--- src/verilog/snsi_pkg.sv ---
package snsi_pkg;

	// shared area geometry
	localparam int            MOD_COUNT       = 3;
	localparam int            REC_WORDS       = 8;
	localparam int            AREA_WORDS      = MOD_COUNT * REC_WORDS;
	localparam int            BASE_W          = 15;
	localparam int            ADDR_W          = 16;
	localparam int            WORD_W          = 16;
	localparam int            IDX_W           = 2;
	localparam int            SEL_W           = 3;
	localparam int            REC_SHIFT       = 3;

	// setting ranges and defaults
	localparam logic [14:0]   AREA_BASE_DFLT  = 15'h3e94;
	localparam logic [1:0]    MOD_INDEX_DFLT  = 2'h0;
	localparam logic [1:0]    MOD_INDEX_MAX   = 2'h2;

	// record word offsets
	localparam logic [2:0]    W_UNIT          = 3'h0;
	localparam logic [2:0]    W_MOD_STAT      = 3'h1;
	localparam logic [2:0]    W_CPU_STAT      = 3'h2;
	localparam logic [2:0]    W_CHECK         = 3'h7;

	// unit address word
	localparam logic [7:0]    UNIT_ADDR_BIAS  = 8'h10;
	localparam logic [7:0]    UNIT_ADDR_HIGH  = 8'h00;

	// module run status bit positions
	localparam int            MS_RUN          = 0;
	localparam int            MS_PV_ERR       = 1;
	localparam int            MS_MV_ERR       = 2;
	localparam int            MS_EXEC_ERR     = 3;
	localparam int            MS_FBDB_ERR     = 4;
	localparam int            MS_BATT_ERR     = 5;
	localparam int            MS_PARTIAL_DL   = 15;

	// host cpu status bit positions, bit 5 unused
	localparam int            CS_FATAL        = 0;
	localparam int            CS_RUNNING      = 1;
	localparam int            CS_OUT_OFF      = 2;
	localparam int            CS_RUN_MODE     = 3;
	localparam int            CS_MON_MODE     = 4;
	localparam int            CS_PROG_MODE    = 6;

	typedef struct packed {
		logic process_value_err;
		logic manipulated_value_err;
		logic exec_err;
		logic fbdb_err;
		logic batt_err;
	} snsi_mod_err_t;

	typedef struct packed {
		logic fatal;
		logic running;
		logic out_off;
		logic run_mode;
		logic mon_mode;
		logic prog_mode;
	} snsi_cpu_stat_t;

	typedef struct packed {
		logic           running;
		logic           partial_dl;
		snsi_mod_err_t  err;
		snsi_cpu_stat_t cpu;
		logic [3:0]     unit_number;
		logic [15:0]    check_code;
	} snsi_snap_t;

endpackage : snsi_pkg

--- src/verilog/snsi_rise_det.sv ---
`timescale 1ns/1ps
module snsi_rise_det (
	input  wire logic clk_sys,
	input  wire logic rst,
	input  wire logic level,
	output logic      rise
);
	logic prev_ff;

	always_ff @(posedge clk_sys or posedge rst) begin
		if (rst) begin
			prev_ff <= 1'b0;
		end else begin
			prev_ff <= level;
		end
	end

	assign rise = level & ~prev_ff;
endmodule : snsi_rise_det

--- src/verilog/snsi_word_mux.sv ---
`timescale 1ns/1ps
module snsi_word_mux (
	input  wire logic [snsi_pkg::SEL_W-1:0]  sel,
	input  wire snsi_pkg::snsi_snap_t        snap,
	output logic      [snsi_pkg::WORD_W-1:0] word
);
	import snsi_pkg::*;

	always_comb begin
		word = '0;
		unique case (sel)
			W_UNIT: begin
				word = {UNIT_ADDR_HIGH, UNIT_ADDR_BIAS + {4'h0, snap.unit_number}};
			end
			W_MOD_STAT: begin
				word[MS_RUN]        = snap.running;
				word[MS_PV_ERR]     = snap.err.process_value_err;
				word[MS_MV_ERR]     = snap.err.manipulated_value_err;
				word[MS_EXEC_ERR]   = snap.err.exec_err;
				word[MS_FBDB_ERR]   = snap.err.fbdb_err;
				word[MS_BATT_ERR]   = snap.err.batt_err;
				word[MS_PARTIAL_DL] = snap.partial_dl;
			end
			W_CPU_STAT: begin
				word[CS_FATAL]     = snap.cpu.fatal;
				word[CS_RUNNING]   = snap.cpu.running;
				word[CS_OUT_OFF]   = snap.cpu.out_off;
				word[CS_RUN_MODE]  = snap.cpu.run_mode;
				word[CS_MON_MODE]  = snap.cpu.mon_mode;
				word[CS_PROG_MODE] = snap.cpu.prog_mode;
			end
			W_CHECK: begin
				word = snap.check_code;
			end
			default: begin
				word = '0;
			end
		endcase
	end
endmodule : snsi_word_mux

--- src/verilog/snsi_writer.sv ---
`timescale 1ns/1ps
// Functional notes
// - area base from setting, 0..32767, default 16020
// - module index setting 0..2, at most three
// - area starts with three 8-word records
// - record written when the module starts running
// - record at base plus eight times index
// - word 0 is unit number plus 10h
// - word 1 bit 0 shows running
// - word 1 bits 1,2 follow value error inputs
// - word 1 bits 3..5 flag unit errors
// - bit 15 set on partial download, cleared on restart
// - word 2 bits 0..2 mirror host cpu state
// - word 2 bits 3,4,6 show host mode
// - word 7 carries a system check code
module snsi_writer (
	input  wire logic                          clk_sys,
	input  wire logic                          rst,
	input  wire logic [snsi_pkg::BASE_W-1:0]   area_base_setting,
	input  wire logic [snsi_pkg::IDX_W-1:0]    module_index_setting,
	input  wire logic [3:0]                    unit_number,
	input  wire logic                          module_running,
	input  wire snsi_pkg::snsi_mod_err_t       mod_err,
	input  wire snsi_pkg::snsi_cpu_stat_t      cpu_stat,
	input  wire logic                          partial_download,
	input  wire logic                          restart,
	input  wire logic                          mem_ready,
	output logic                               mem_req_ff,
	output logic      [snsi_pkg::ADDR_W-1:0]   mem_addr_ff,
	output logic      [snsi_pkg::WORD_W-1:0]   mem_wdata_ff,
	output logic                               rec_done_ff,
	output logic                               index_err_ff
);
	import snsi_pkg::*;

	typedef enum logic [0:0] {
		ST_IDLE,
		ST_SEND
	} snsi_state_t;

	// first word of the record owned by one module index
	function automatic logic [ADDR_W-1:0] rec_start(
		input logic [BASE_W-1:0] base,
		input logic [IDX_W-1:0]  idx
	);
		logic [ADDR_W-1:0] off;
		off = {{(ADDR_W-IDX_W-REC_SHIFT){1'b0}}, idx, {REC_SHIFT{1'b0}}};
		rec_start = {1'b0, base} + off;
	endfunction : rec_start

	function automatic logic index_ok(input logic [IDX_W-1:0] idx);
		index_ok = (idx <= MOD_INDEX_MAX);
	endfunction : index_ok

	localparam logic [SEL_W-1:0] LAST_WORD = SEL_W'(REC_WORDS - 1);

	snsi_state_t       state_ff;
	snsi_state_t       nxt_state;
	logic [SEL_W-1:0]  word_cnt_ff;
	logic [SEL_W-1:0]  nxt_word_cnt;
	logic [SEL_W-1:0]  mux_sel;
	logic [WORD_W-1:0] mux_word;
	logic              partial_dl_ff;
	logic [WORD_W-1:0] check_code_ff;
	snsi_snap_t        snap_ff;
	snsi_snap_t        mux_snap;
	logic              run_rise;
	logic              start;
	logic              advance;
	logic              last_beat;

	snsi_rise_det u_run_rise (
		.clk_sys (clk_sys),
		.rst     (rst),
		.level   (module_running),
		.rise    (run_rise)
	);

	// a start while a record is in flight is dropped; run cannot restart that fast
	assign start     = run_rise && (state_ff == ST_IDLE) && index_ok(module_index_setting);
	assign advance   = mem_req_ff && mem_ready;
	assign last_beat = advance && (word_cnt_ff == LAST_WORD);

	// first word is built from the live inputs, later ones from the snapshot
	always_comb begin
		mux_snap             = snap_ff;
		mux_sel              = nxt_word_cnt;
		if (start) begin
			mux_snap.running     = 1'b1;
			mux_snap.partial_dl  = partial_dl_ff;
			mux_snap.err         = mod_err;
			mux_snap.cpu         = cpu_stat;
			mux_snap.unit_number = unit_number;
			mux_snap.check_code  = check_code_ff;
		end
	end

	snsi_word_mux u_word_mux (
		.sel  (mux_sel),
		.snap (mux_snap),
		.word (mux_word)
	);

	always_comb begin
		nxt_state    = state_ff;
		nxt_word_cnt = word_cnt_ff;
		unique case (state_ff)
			ST_IDLE: begin
				nxt_word_cnt = W_UNIT;
				if (start) begin
					nxt_state = ST_SEND;
				end
			end
			ST_SEND: begin
				if (last_beat) begin
					nxt_state    = ST_IDLE;
					nxt_word_cnt = W_UNIT;
				end else if (advance) begin
					nxt_word_cnt = word_cnt_ff + SEL_W'(1);
				end
			end
		endcase
	end

	always_ff @(posedge clk_sys or posedge rst) begin
		if (rst) begin
			state_ff    <= ST_IDLE;
			word_cnt_ff <= W_UNIT;
		end else begin
			state_ff    <= nxt_state;
			word_cnt_ff <= nxt_word_cnt;
		end
	end

	// status inputs are snapshotted once per record so all its words agree
	always_ff @(posedge clk_sys or posedge rst) begin
		if (rst) begin
			snap_ff <= '0;
		end else if (start) begin
			snap_ff <= mux_snap;
		end
	end

	// write port toward host memory
	always_ff @(posedge clk_sys or posedge rst) begin
		if (rst) begin
			mem_req_ff   <= 1'b0;
			mem_addr_ff  <= '0;
			mem_wdata_ff <= '0;
		end else if (start) begin
			mem_req_ff   <= 1'b1;
			mem_addr_ff  <= rec_start(area_base_setting, module_index_setting);
			mem_wdata_ff <= mux_word;
		end else if (last_beat) begin
			mem_req_ff   <= 1'b0;
		end else if (advance) begin
			mem_addr_ff  <= mem_addr_ff + ADDR_W'(1);
			mem_wdata_ff <= mux_word;
		end
	end

	always_ff @(posedge clk_sys or posedge rst) begin
		if (rst) begin
			rec_done_ff <= 1'b0;
		end else begin
			rec_done_ff <= last_beat;
		end
	end

	// out-of-range index blocks the write rather than hitting a neighbour's slot
	always_ff @(posedge clk_sys or posedge rst) begin
		if (rst) begin
			index_err_ff <= 1'b0;
		end else if (run_rise && (state_ff == ST_IDLE)) begin
			index_err_ff <= !index_ok(module_index_setting);
		end
	end

	// set wins over a restart in the same cycle
	always_ff @(posedge clk_sys or posedge rst) begin
		if (rst) begin
			partial_dl_ff <= 1'b0;
		end else if (partial_download) begin
			partial_dl_ff <= 1'b1;
		end else if (restart) begin
			partial_dl_ff <= 1'b0;
		end
	end

	// changes with every record so a reader can spot a fresh write
	always_ff @(posedge clk_sys or posedge rst) begin
		if (rst) begin
			check_code_ff <= '0;
		end else if (last_beat) begin
			check_code_ff <= check_code_ff + WORD_W'(1);
		end
	end

	property p_start_addr;
		@(posedge clk_sys) disable iff (rst)
		start |=> mem_req_ff && (mem_addr_ff ==
			rec_start($past(area_base_setting), $past(module_index_setting)));
	endproperty
	a_start_addr: assert property (p_start_addr) else $error("record start address wrong");

	property p_unit_word;
		@(posedge clk_sys) disable iff (rst)
		start |=> mem_wdata_ff == {UNIT_ADDR_HIGH, UNIT_ADDR_BIAS + {4'h0, $past(unit_number)}};
	endproperty
	a_unit_word: assert property (p_unit_word) else $error("unit address word wrong");

	property p_bad_index;
		@(posedge clk_sys) disable iff (rst)
		(run_rise && (state_ff == ST_IDLE) && (module_index_setting > MOD_INDEX_MAX))
			|=> !mem_req_ff && index_err_ff;
	endproperty
	a_bad_index: assert property (p_bad_index) else $error("bad index not refused");

	property p_hold;
		@(posedge clk_sys) disable iff (rst)
		(mem_req_ff && !mem_ready) |=> mem_req_ff && $stable(mem_addr_ff) && $stable(mem_wdata_ff);
	endproperty
	a_hold: assert property (p_hold) else $error("word changed while stalled");

	property p_step;
		@(posedge clk_sys) disable iff (rst)
		(advance && !last_beat) |=> mem_req_ff && (mem_addr_ff == $past(mem_addr_ff) + ADDR_W'(1));
	endproperty
	a_step: assert property (p_step) else $error("address did not step");

	// beats accepted since the record began, counted apart from the word pointer
	localparam logic [SEL_W:0] BEATS_LAST = (SEL_W+1)'(REC_WORDS - 1);
	logic [SEL_W:0]            beats_ff;

	always_ff @(posedge clk_sys or posedge rst) begin
		if (rst) begin
			beats_ff <= '0;
		end else if (start) begin
			beats_ff <= '0;
		end else if (advance) begin
			beats_ff <= beats_ff + (SEL_W+1)'(1);
		end
	end

	property p_eight_words;
		@(posedge clk_sys) disable iff (rst)
		last_beat |-> beats_ff == BEATS_LAST;
	endproperty
	a_eight_words: assert property (p_eight_words) else $error("record not eight words long");

	property p_cpu_state;
		@(posedge clk_sys) disable iff (rst)
		(mem_req_ff && (word_cnt_ff == W_CPU_STAT)) |->
			(mem_wdata_ff[CS_FATAL] == snap_ff.cpu.fatal)
			&& (mem_wdata_ff[CS_RUNNING] == snap_ff.cpu.running)
			&& (mem_wdata_ff[CS_OUT_OFF] == snap_ff.cpu.out_off);
	endproperty
	a_cpu_state: assert property (p_cpu_state) else $error("cpu state bits wrong");

	property p_end;
		@(posedge clk_sys) disable iff (rst)
		last_beat |=> !mem_req_ff && rec_done_ff ##1 !rec_done_ff;
	endproperty
	a_end: assert property (p_end) else $error("record did not end after word 7");

	property p_run_bit;
		@(posedge clk_sys) disable iff (rst)
		(mem_req_ff && (word_cnt_ff == W_MOD_STAT)) |->
			mem_wdata_ff[MS_RUN] && (mem_wdata_ff[MS_PV_ERR] == snap_ff.err.process_value_err)
			&& (mem_wdata_ff[MS_MV_ERR] == snap_ff.err.manipulated_value_err);
	endproperty
	a_run_bit: assert property (p_run_bit) else $error("module status word wrong");

	property p_cpu_word;
		@(posedge clk_sys) disable iff (rst)
		(mem_req_ff && (word_cnt_ff == W_CPU_STAT)) |->
			(mem_wdata_ff[CS_RUN_MODE] == snap_ff.cpu.run_mode) && !mem_wdata_ff[5]
			&& (mem_wdata_ff[CS_PROG_MODE] == snap_ff.cpu.prog_mode);
	endproperty
	a_cpu_word: assert property (p_cpu_word) else $error("cpu status word wrong");

	property p_reserved;
		@(posedge clk_sys) disable iff (rst)
		(mem_req_ff && (word_cnt_ff > W_CPU_STAT) && (word_cnt_ff < W_CHECK)) |-> mem_wdata_ff == '0;
	endproperty
	a_reserved: assert property (p_reserved) else $error("reserved word not zero");

	property p_partial_set;
		@(posedge clk_sys) disable iff (rst)
		partial_download |=> partial_dl_ff;
	endproperty
	a_partial_set: assert property (p_partial_set) else $error("partial flag not set");

	property p_partial_clr;
		@(posedge clk_sys) disable iff (rst)
		(restart && !partial_download) |=> !partial_dl_ff ##1 (partial_dl_ff == $past(partial_download));
	endproperty
	a_partial_clr: assert property (p_partial_clr) else $error("partial flag not cleared");

	property p_check_step;
		@(posedge clk_sys) disable iff (rst)
		last_beat |=> check_code_ff == $past(check_code_ff) + WORD_W'(1);
	endproperty
	a_check_step: assert property (p_check_step) else $error("check code did not change");

endmodule : snsi_writer

--- config.mk ---
export PLATFORM = sky130hd
export DESIGN_NAME = snsi_writer
export DESIGN_NICKNAME = d
export VERILOG_FILES = /design/src/verilog/snsi_pkg.sv /design/src/verilog/snsi_rise_det.sv /design/src/verilog/snsi_word_mux.sv /design/src/verilog/snsi_writer.sv
export SDC_FILE = /design/constraint.sdc
export NUM_CORES = 1
export LEC_CHECK = 0
export BUFFER_PORTS_ARGS = -buffer_cell sky130_fd_sc_hd__buf_2
export CAP_MARGIN = 20
export CORE_UTILIZATION = 51
export DETAILED_ROUTE_END_ITERATION = 8
export PLACE_DENSITY = 0.77
export SYNTH_ARGS = -nofsm -noshare
export SYNTH_HDL_FRONTEND = slang
export SYNTH_HIERARCHICAL = 1
export SYNTH_SLANG_ARGS = --single-unit
--- constraint.sdc ---
create_clock -name clk_sys -period 2.6 [get_ports clk_sys]
set_input_delay 0.52 -clock clk_sys [delete_from_list [all_inputs] [get_ports clk_sys]]
set_output_delay 0.52 -clock clk_sys [all_outputs]
set_load 0.02 [all_outputs]
== After elaboration in Yosys (flattened, before gate mapping) ==
Index checks and enable logic that the tools add are counted.
Cells by class
  multiplexer cells: 22
  reduce and logical (&&, ||, !) cells: 10
  order comparisons: 1
  bitwise operators: 3
  equality and inequality tests: 5
  $add $sub $neg: 5
Operators with widths (number)
  $mux W16: 6
  $mux W33: 1
  $add A16 B1 Y16 const B: 2
  $pmux W5 S4: 1
  $add A15 B5 Y16: 1
  $pmux W8 S2: 1
  $add A5 B4 Y6 const A: 1
  $eq A3 B3 Y1 const B: 2
  $mux W1: 6
  $mux W3: 2
  $pmux W1 S3: 2
  $pmux W3 S2: 1
  $reduce_bool A2 Y1: 3
  $logic_and A1 B1 Y1: 4
  $pmux W1 S2: 2
  $add A3 B1 Y3 const B: 1
  $eq A3 B1 Y1 const B: 1
  $eq A3 B2 Y1 const B: 1
  $logic_not A3 Y1: 1
  $le A2 B2 Y1 const B: 1
  $ne A2 B2 Y1 const B: 1
  $not A1 Y1: 2
  $reduce_and A2 Y1: 1
  $and A1 B1 Y1: 1
  $logic_not A1 Y1: 1
Storage, ports and cells
  output and inout port bits: 35
  register bits: 90
  bits of input ports: 38
  logic and storage cells: 71

== Depth between registers and ports, before layout ==
Gate-level depths: netlist of the first run.
  depth in word-level cells: 10
  mapped depth: 10
  gate-level depth less buffers: 8

== By module ==
The synthesis of the first run kept the hierarchy.
By module, submodules not included
  snsi_writer: cells an instance 353, times used 1, area each 4315.4 sq um
  snsi_word_mux: cells an instance 44, times used 1, area each 370.4 sq um
  snsi_rise_det: cells an instance 3, times used 1, area each 42.5 sq um

== Worst setup path before layout of the first run ==
OpenSTA, ideal clock, no wires.
  path kind: reg-to-reg
  from: register word_cnt_ff[0]
  to: register mem_wdata_ff[1] in the netlist's numbering
  setup time: 125 ps
  path buffers: 1
  path slack: 424 ps
  cell stages (with the launch flop): 10
  arrival time: 2051 ps
  cells stage by stage: dfrtp_1 -> ha_1 -> ha_1 -> nor3b_1 -> a21oi_1 -> nor2_1 -> buf_6 -> mux2i_1 -> o211ai_2 -> mux2_2
On the way
  cells in the longest elaborated chain, start to end: 9
  elaborated cells between the ends (all ways): 16
  those cells by class: 1 x add/sub; 5 x eq/ne; 7 x mux; 3 x reduce/logical
Ends and longest elaborated chain
  start: declaration: line snsi_writer.sv:59  | logic [SEL_W-1:0] word_cnt_ff;
  start signal: assignment: line snsi_writer.sv:131  | word_cnt_ff <= nxt_word_cnt;
  $add A3 B1 Y3 / $eq A3 B3 Y1 (equally long branches): line snsi_writer.sv:119, snsi_writer.sv:82
  $mux W3 / $logic_and A1 B1 Y1 (equally long branches): line snsi_writer.sv:118, snsi_writer.sv:82
  $mux W3 (*): line snsi_writer.sv:115  | if (last_beat) begin
  $pmux W3 S2 (*): line snsi_writer.sv:107  | unique case (state_ff)
  named net mux_sel[1]: line snsi_writer.sv:61  | logic [SEL_W-1:0] mux_sel;
  $eq A3 B3 Y1 (tied with other cells): line snsi_word_mux.sv:11  | unique case (sel)
  $pmux W5 S4 (*): line snsi_word_mux.sv:11
  named net mux_word[1]: line snsi_writer.sv:62  | logic [WORD_W-1:0] mux_word;
  $mux W16: line snsi_writer.sv:156  | end else if (advance) begin
  $mux W16: line snsi_writer.sv:154  | end else if (last_beat) begin
  $mux W16 (*): line snsi_writer.sv:150  | end else if (start) begin
  end signal: assignment: line snsi_writer.sv:153  | mem_wdata_ff <= mux_word;
  end signal: assignment: line snsi_writer.sv:158  | mem_wdata_ff <= mux_word;
  end: declaration: line snsi_writer.sv:30  | output logic [snsi_pkg::WORD_W-1:0] mem_wdata_ff,
The timed path passes the listed nets; every way through them passes the cells marked *. The select of a mux whose other input is x is not followed.
A chain may end at the register's enable or synchronous reset.

==> results by group, run 1 <==
Setup path
  • Maximum fanout along the worst path: 39
  • Crit path kind: reg -> reg
  • CP arrival: around 2500 ps
  • R2r endpoint: mem_wdata_ff[6]
  • Worst Path Required: 2830 ps
  • Setup crit start kind: register
  • CP endpoint kind: register
  • Reg2Reg Depth: 7
  • R2R Path Start: state_ff
  • Reg2reg setup slack: about 340 ps

Route
  • Drt first pass iters: 6
  • Avg Vias per Cell: approximately 5.4
  • Number of remaining DRC errors: 8
  • Initial DRC Count: around 140
  • Drt total wl: about 9.2 mm
  • Vias: ~3200
  • Post-route ant nets: 0
  • Wire length per cell: roughly 15 um

Power and ir drop
  • Sw power: roughly 1.7 mW
  • Pwr Total: approximately 4.9 mW
  • P per Cell Area: roughly 900 mW/mm^2
  • Sw Share: 33.8%
  • P_leak: 2.59 nW
  • Flop pwr share: just over 40%
  • Internal power: approximately 3.3 mW
  • Peak supply drop: around 0.39 mV
  • Clock network power share: a little under a quarter
  • Power share of the combinational group: approximately 36%

STA
  • Slew Limit Fails: 0
  • Final setup fails: 0
  • Clk_skew: roughly 16 ps
  • Sum Neg Setup Slack: 0 ps
  • Final hold viol count: 0
  • Slew HR: approximately 53%
  • Tcrit/Tclk final: ~87%
  • Max Clk Rate: about 440 MHz
  • RSZ-0062 raised after global routing: no
  • Final WS setup: ~340 ps
  • Slew @ Worst Pin: roughly 700 ps
  • Hold slack: just under 300 ps
  • Period minus WS final: between 2000 and 2500 ps

Floorplan
  • Full die area: around 0.0097 mm^2
  • Initial Util: a little over half
  • Die W: between 90 and 100 um
  • Core Rows: 34
  • I/O pins: between 70 and 80
  • Die Height: roughly 100 um
  • Core area: ~0.009 mm^2

Clock tree
  • CTS tree: built
  • Clock Path Buffers: 2
  • # Post-CTS Setup Buffers: 0
  • Clock slew at reported path FFs: about 90 ps
  • Clock Sinks: 90
  • PostCTS Resize Cnt: 0
  • Root buf cell: clkbuf_8
  • H-tree levels: 3
  • Skew-Pair Late Insertion Delay: 340 ps
  • Post-CTS Hold Buffers: 1
  • TritonCTS buffer count: 9

Yosys
  • Number of synthesized register bits: 90
  • Post-Synthesis Net Count: about 450
  • Syn Area/Cell: roughly 12 um^2
  • Synth area leaders: dfrtp_1, mux2_2, xnor2_1
  • Synth Instances: 400
  • Top cell type's share of synthesized area: 47.6%
  • Syn Std Cell Area: between 0.004 and 0.005 mm^2
  • Top-count cell post-synth: dfrtp_1
  • Seq/Total Area, Yosys: a little under half
  • Synth warnings: 6
  • Area leader, netlist: dfrtp_1
  • Ys async rst share: 100%
  • Netlist cell types: 42
  • Post-synth EDFFs: 0
  • Top post-synthesis cells by count: dfrtp_1, mux2_2, xnor2_1
  • Synth Flop Type: dfrtp_1

Layout
  • Ant. Diodes: 0
  • Fin nets: between 500 and 600
  • Layout cells sized above 1: 40.4%
  • P&R area growth vs syn: 16.0%

GRT
  • Overflow after GRT: 0
  • Vias in the first global route: roughly 3300
  • Total GRT Usage: around 20%
  • Largest net degree at the start of global routing: 40
  • First-pass GRT wire length: roughly 16 mm
  • Antenna violations before repair: 0

Placed design
  • Dpl ws: 157 ps
  • GP Congestion: between 0.7 and 0.8
  • # port buffers: 72
  • Hpwl dp: ~6.6 mm

Worst hold path
  • Hold Path Class: in -> reg
  • HP Start: module_running
  • Worst hold path depth: 1
  • Hold Path End: u_run_rise/prev_ff

Run status
  • Failing checks: DRC
  • Status: finished with violations

Job
  • Max-cap violations: 0
## through the flow
| stage | instances | cell area (um^2) | util [%] |
|---|---|---|---|
| global placement | 576 | 5230 | 59.1 |
| global route | 593 | 5480 | 62.0 |
| floorplan | 400 | 4730 | - |
| CTS | 593 | 5480 | 62.0 |
| detailed placement | 576 | 5230 | 59.1 |
| finish | 593 | 5480 | 62.0 |
## kinds of logic (layout without fill, tap and decap cells)
kind of cell / after synthesis / after routing / synth area share (%)
compound gates: 30 / 30 / 4.39
xor+xnor: 39 / 39 / 7.22
fa+ha+maj: 7 / 7 / 2.01
buf+inv: 29 / 114 / 3.49
flops: 90 / 90 / 47.6
mux: 89 / 89 / 21.0
simple gates: 116 / 116 / 14.3
## power by group through the flow
stage                     Clock (mW)  Combinational [mW]  Sequential (mW)
after floorplan                    0                1.13             2.21
after global placement             0                1.72             2.02
after detailed placement           0                1.78             2.04
after CTS                       1.17                1.79             2.02
after global routing            1.23                1.94             2.06
final                           1.15                1.78             2.01
## critical path: stages (launching register included)
cell	delay (ps)
dfrtp_1	400
inv_1	150
and3_4	540
buf_4	230
mux2_2	350
or3b_1	170
a21boi_1	50
mux2_2	250
## flip-flops by register name, indices dropped and copies added (netlist names)
name,cells
partial_dl_ff,1
index_err_ff,1
mem_addr_ff,16
mem_wdata_ff,16
snap_ff,33
mem_req_ff,1
rec_done_ff,1
u_run_rise/prev_ff,1
state_ff,1
word_cnt_ff,3
check_code_ff,16
## layer usage
layer  GRT usage (%)  up-vias  part of all wire, %
li1                -     1564                    -
met2            34.9       46                   51
met5               0        -                    0
met4            7.92        0                  1.0
met3            2.72        8                  3.2
met1            26.6     1600                   45
## area by class of cell
cell class / instances / area [um^2]
flip-flops and latches: 90 / 2250
inverters: 10 / 41.3
clock inverters: 4 / 98.8
multi-input cells: 281 / 2320
clock buffers: 12 / 145
well taps: 108 / 135
fillers: 719 / 3360
repair buffers: 88 / 495
## worst max-delay path by stage
| stage | endpoint | cells past startpoint | slack (ps) | from |
|---|---|---|---|---|
| detailed placement | mem_wdata_ff[6] | 8 | 160 | module_running |
| global placement | mem_wdata_ff[15] | 8 | 230 | module_running |
| floorplan | mem_wdata_ff[1] | 9 | 420 | word_cnt_ff[0] |
| finish | mem_wdata_ff[6] | 7 | 340 | state_ff |
| CTS | mem_wdata_ff[6] | 7 | 340 | state_ff |
| global route | mem_wdata_ff[6] | 7 | 220 | state_ff |
## cells in the final DEF, fill, tap and decap left out, drive strengths merged, types with 3 or more instances in the layout
cell	count
dfrtp	90
mux2i	9
bufinv	3
nand3	14
a21boi	3
nor3	3
nand4	16
xnor2	26
mux2	80
nor2b	4
clkbuf	12
o211ai	4
buf	87
and4	3
a21o	3
nor2	17
and2	10
or3b	3
ha	6
nand2	24
xor2	13
a21oi	9
nor3b	3
nand4bb	4
or2	4
o21ai	9
inv	9
and3	8
No activity file was read; power rests on OpenSTA's default activity.
==> inputs of run 2 (changes only) <==
==> constraint.sdc (replaced) <==
create_clock -name clk_sys -period 2.6 [get_ports clk_sys]
set_input_delay 0.78 -clock clk_sys [delete_from_list [all_inputs] [get_ports clk_sys]]
set_output_delay 0.78 -clock clk_sys [all_outputs]
set_load 0.02 [all_outputs]
==> run 2 against run 1 <==
  * Via count shrank 0.19%
  * Global-route usage grew 0.053 points
  * Sequential cell count is the same
  * Non-clock buffer count grew 1
  * The flow still finishes with violations (DRC)
  * Register-to-register slack gained 80 ps
  * Fmax grew 0.85%
==> results by group, run 2 (synthesis gave the netlist of run 1 again) <==
Run status
  • Status: finished with violations
  • Failing checks: DRC

Setup path
  • R2r endpoint: mem_wdata_ff[2]
  • Buf+Inv Stages, Crit Path: 2
  • Critical path's slowest cell: and3_4
  • Crit path kind: in -> reg
  • CP cell instances: buf_2 > nor2b_4 > and3_4 > buf_4 > mux2_2 > nand3_1 > a21boi_1 > mux2_2
  • Crit. Startpoint: module_running
  • Most frequent CP cell: mux2_2
  • Reg2reg setup slack: 420 ps
  • CP endpoint kind: register
  • Setup crit start kind: input port
  • CP arrival: ~2500 ps
  • Worst Path Required: 2860 ps
  • Largest stage delay, worst path: 460 ps
  • Reg2Reg Depth: 9
  • R2R Path Start: word_cnt_ff[0]
  • CP top delay family: simple AND/OR/NAND/NOR gates
  • Maximum fanout along the worst path: 33

STA
  • Max Clk Rate: around 450 MHz
  • Slew HR: 62.8%
  • Hold slack: about 270 ps
  • Clk_skew: between 10 and 15 ps
  • Final hold viol count: 0
  • Slew Limit Fails: 0
  • Slew @ Worst Pin: ~560 ps
  • Tcrit/Tclk final: a little under nine tenths
  • RSZ-0062 raised after global routing: no
  • Period minus WS final: between 2000 and 2500 ps
  • Final setup fails: 0

Power and ir drop
  • Sw power: roughly 1.7 mW
  • Internal power: approximately 3.1 mW
  • Peak supply drop: 0.332 mV
  • Flop pwr share: 42.2%
  • Pwr Total: 4.77 mW
  • Sw Share: between 30% and 40%
  • Clock network power share: 20.4%
  • P per Cell Area: roughly 870 mW/mm^2
  • Power share of the combinational group: between 30% and 40%
  • P_leak: between 2 and 3 nW

Layout
  • Fin nets: 526
  • Largest reg by FF count: snap_ff
  • Final instance area: around 0.0055 mm^2
  • Filler cells: about 730
  • Reg area: between 0.002 and 0.0025 mm^2
  • Layout cells sized above 1: just over 40%
  • Ant. Diodes: 0
  • Most common cell after layout, fill and taps aside: dfrtp_1
  • P&R area growth vs syn: 15.5%
  • Final Non-Filler Cells: about 590
  • Most frequent cells in the layout: dfrtp_1, mux2_2, buf_2
  • Max reg flops: 33
  • Multi-input gate area: roughly 0.0023 mm^2

Route
  • Drt total wl: between 9 and 10 mm
  • Vias: roughly 3200
  • Met2 routed WL: approximately 4.5 mm
  • Metal3 WL: between 300 and 400 um
  • Drt first pass iters: 6
  • Post-route ant nets: 0
  • DR top layer: met4
  • Number of remaining DRC errors: 8
  • Wire length per cell: roughly 15 um
  • WL met1: 4.22 mm
  • Initial DRC Count: ~120
  • Avg Vias per Cell: approximately 5.4

GRT
  • First-pass GRT wire length: between 15 and 20 mm
  • Total GRT Usage: roughly a fifth
  • Largest net degree at the start of global routing: 39
  • Overflow after GRT: 0
  • Vias in the first global route: 3243
  • Antenna violations before repair: 0

Placed design
  • Hpwl dp: approximately 6.5 mm
  • # port buffers: 72
  • Inst Count DP: 578
  • Dpl cell area: 0.00526 mm^2
  • GP Congestion: 0.765

Floorplan
  • Core area: 0.00885 mm^2
  • I/O pins: 73
  • Core Rows: 34
  • Die W: around 100 um
  • Full die area: about 0.0097 mm^2
  • Die Height: ~100 um
  • Initial Util: a little over half

Job
  • Max-cap violations: 0

Clock tree
  • CTS tree: built
  • Skew-Pair Late Insertion Delay: 360 ps
  • Root buf cell: clkbuf_8
  • Post-CTS Hold Buffers: 0
  • Clock slew at reported path FFs: 100 ps
  • # Post-CTS Setup Buffers: 0
  • Clock Path Buffers: 2
  • TritonCTS buffer count: 9
  • H-tree levels: 3
  • PostCTS Resize Cnt: 0
  • Clock Sinks: 90

Worst hold path
  • Hold Path Class: in -> async
[run 2: cell types whose count changed in the layout (fill, tap and decap cells not counted), sizes merged]
cell | previous run | this run
clkbuf | 12 | 9
clkinv | 1 | 4
buf | 87 | 89
bufinv | 3 | 1
clkinvlp | 1 | 2
dlygate4sd3 | 1 | 0
inv | 9 | 10
[run 2: worst max-delay path by stage]
stage                       end  slack, ps  cells after the start
2_1_floorplan   mem_wdata_ff[4]        240                      8
3_3_place_gp   mem_wdata_ff[15]         30                      8
3_5_place_dp   mem_wdata_ff[15]        -20                      8
4_1_cts         mem_wdata_ff[7]        350                      7
5_1_grt         mem_wdata_ff[1]        240                      8
6_report        mem_wdata_ff[6]        350                      8
[run 2: final cells by class]
class | count | area share [%]
timing repair buffer | 89 | 9.40
clock inverter | 7 | 1.42
multi-input combinational | 281 | 42.4
tap | 108 | 2.48
sequential | 90 | 41.3
clock buffer | 9 | 2.27
inverter | 10 | 0.756
[run 2: worst register-to-register path, delay by kind of cell, from the launching register on]
| family | cells | cell delay, ps |
|---|---|---|
| multiplexers | 2 | 540 |
| adder cells (fa/ha/maj) | 2 | 460 |
| flip-flops | 1 | 410 |
| AND/OR/NAND/NOR | 2 | 280 |
| buffers and inverters | 1 | 250 |
| AO/OA/AOI/OAI | 2 | 150 |
[run 2: metrics by stage]
step	setup TNS, ps	setup WS (ps)	utilization (%)
after floorplan	0	244	-
after global placement	0	25.2	59.4
after detailed placement	-108	-20.3	59.4
after CTS	0	354	61.7
after global routing	0	238	61.7
final	0	355	61.7
[run 2: power groups by stage]
stage                     sequential, mW  clock (mW)  combinational, mW
after global placement              2.02           0               1.75
after CTS                           2.01       0.985               1.80
after floorplan                     2.21           0               1.13
after global routing                2.06        1.04               1.95
after detailed placement            2.04           0               1.78
final                               2.01       0.974               1.78
[run 2: layer usage]
layer / global-route usage, % / vias to the layer above
met5: 0 / -
met4: 6.89 / 0
met3: 3.36 / 13
met2: 34.7 / 54
met1: 27.0 / 1579
li1: - / 1566
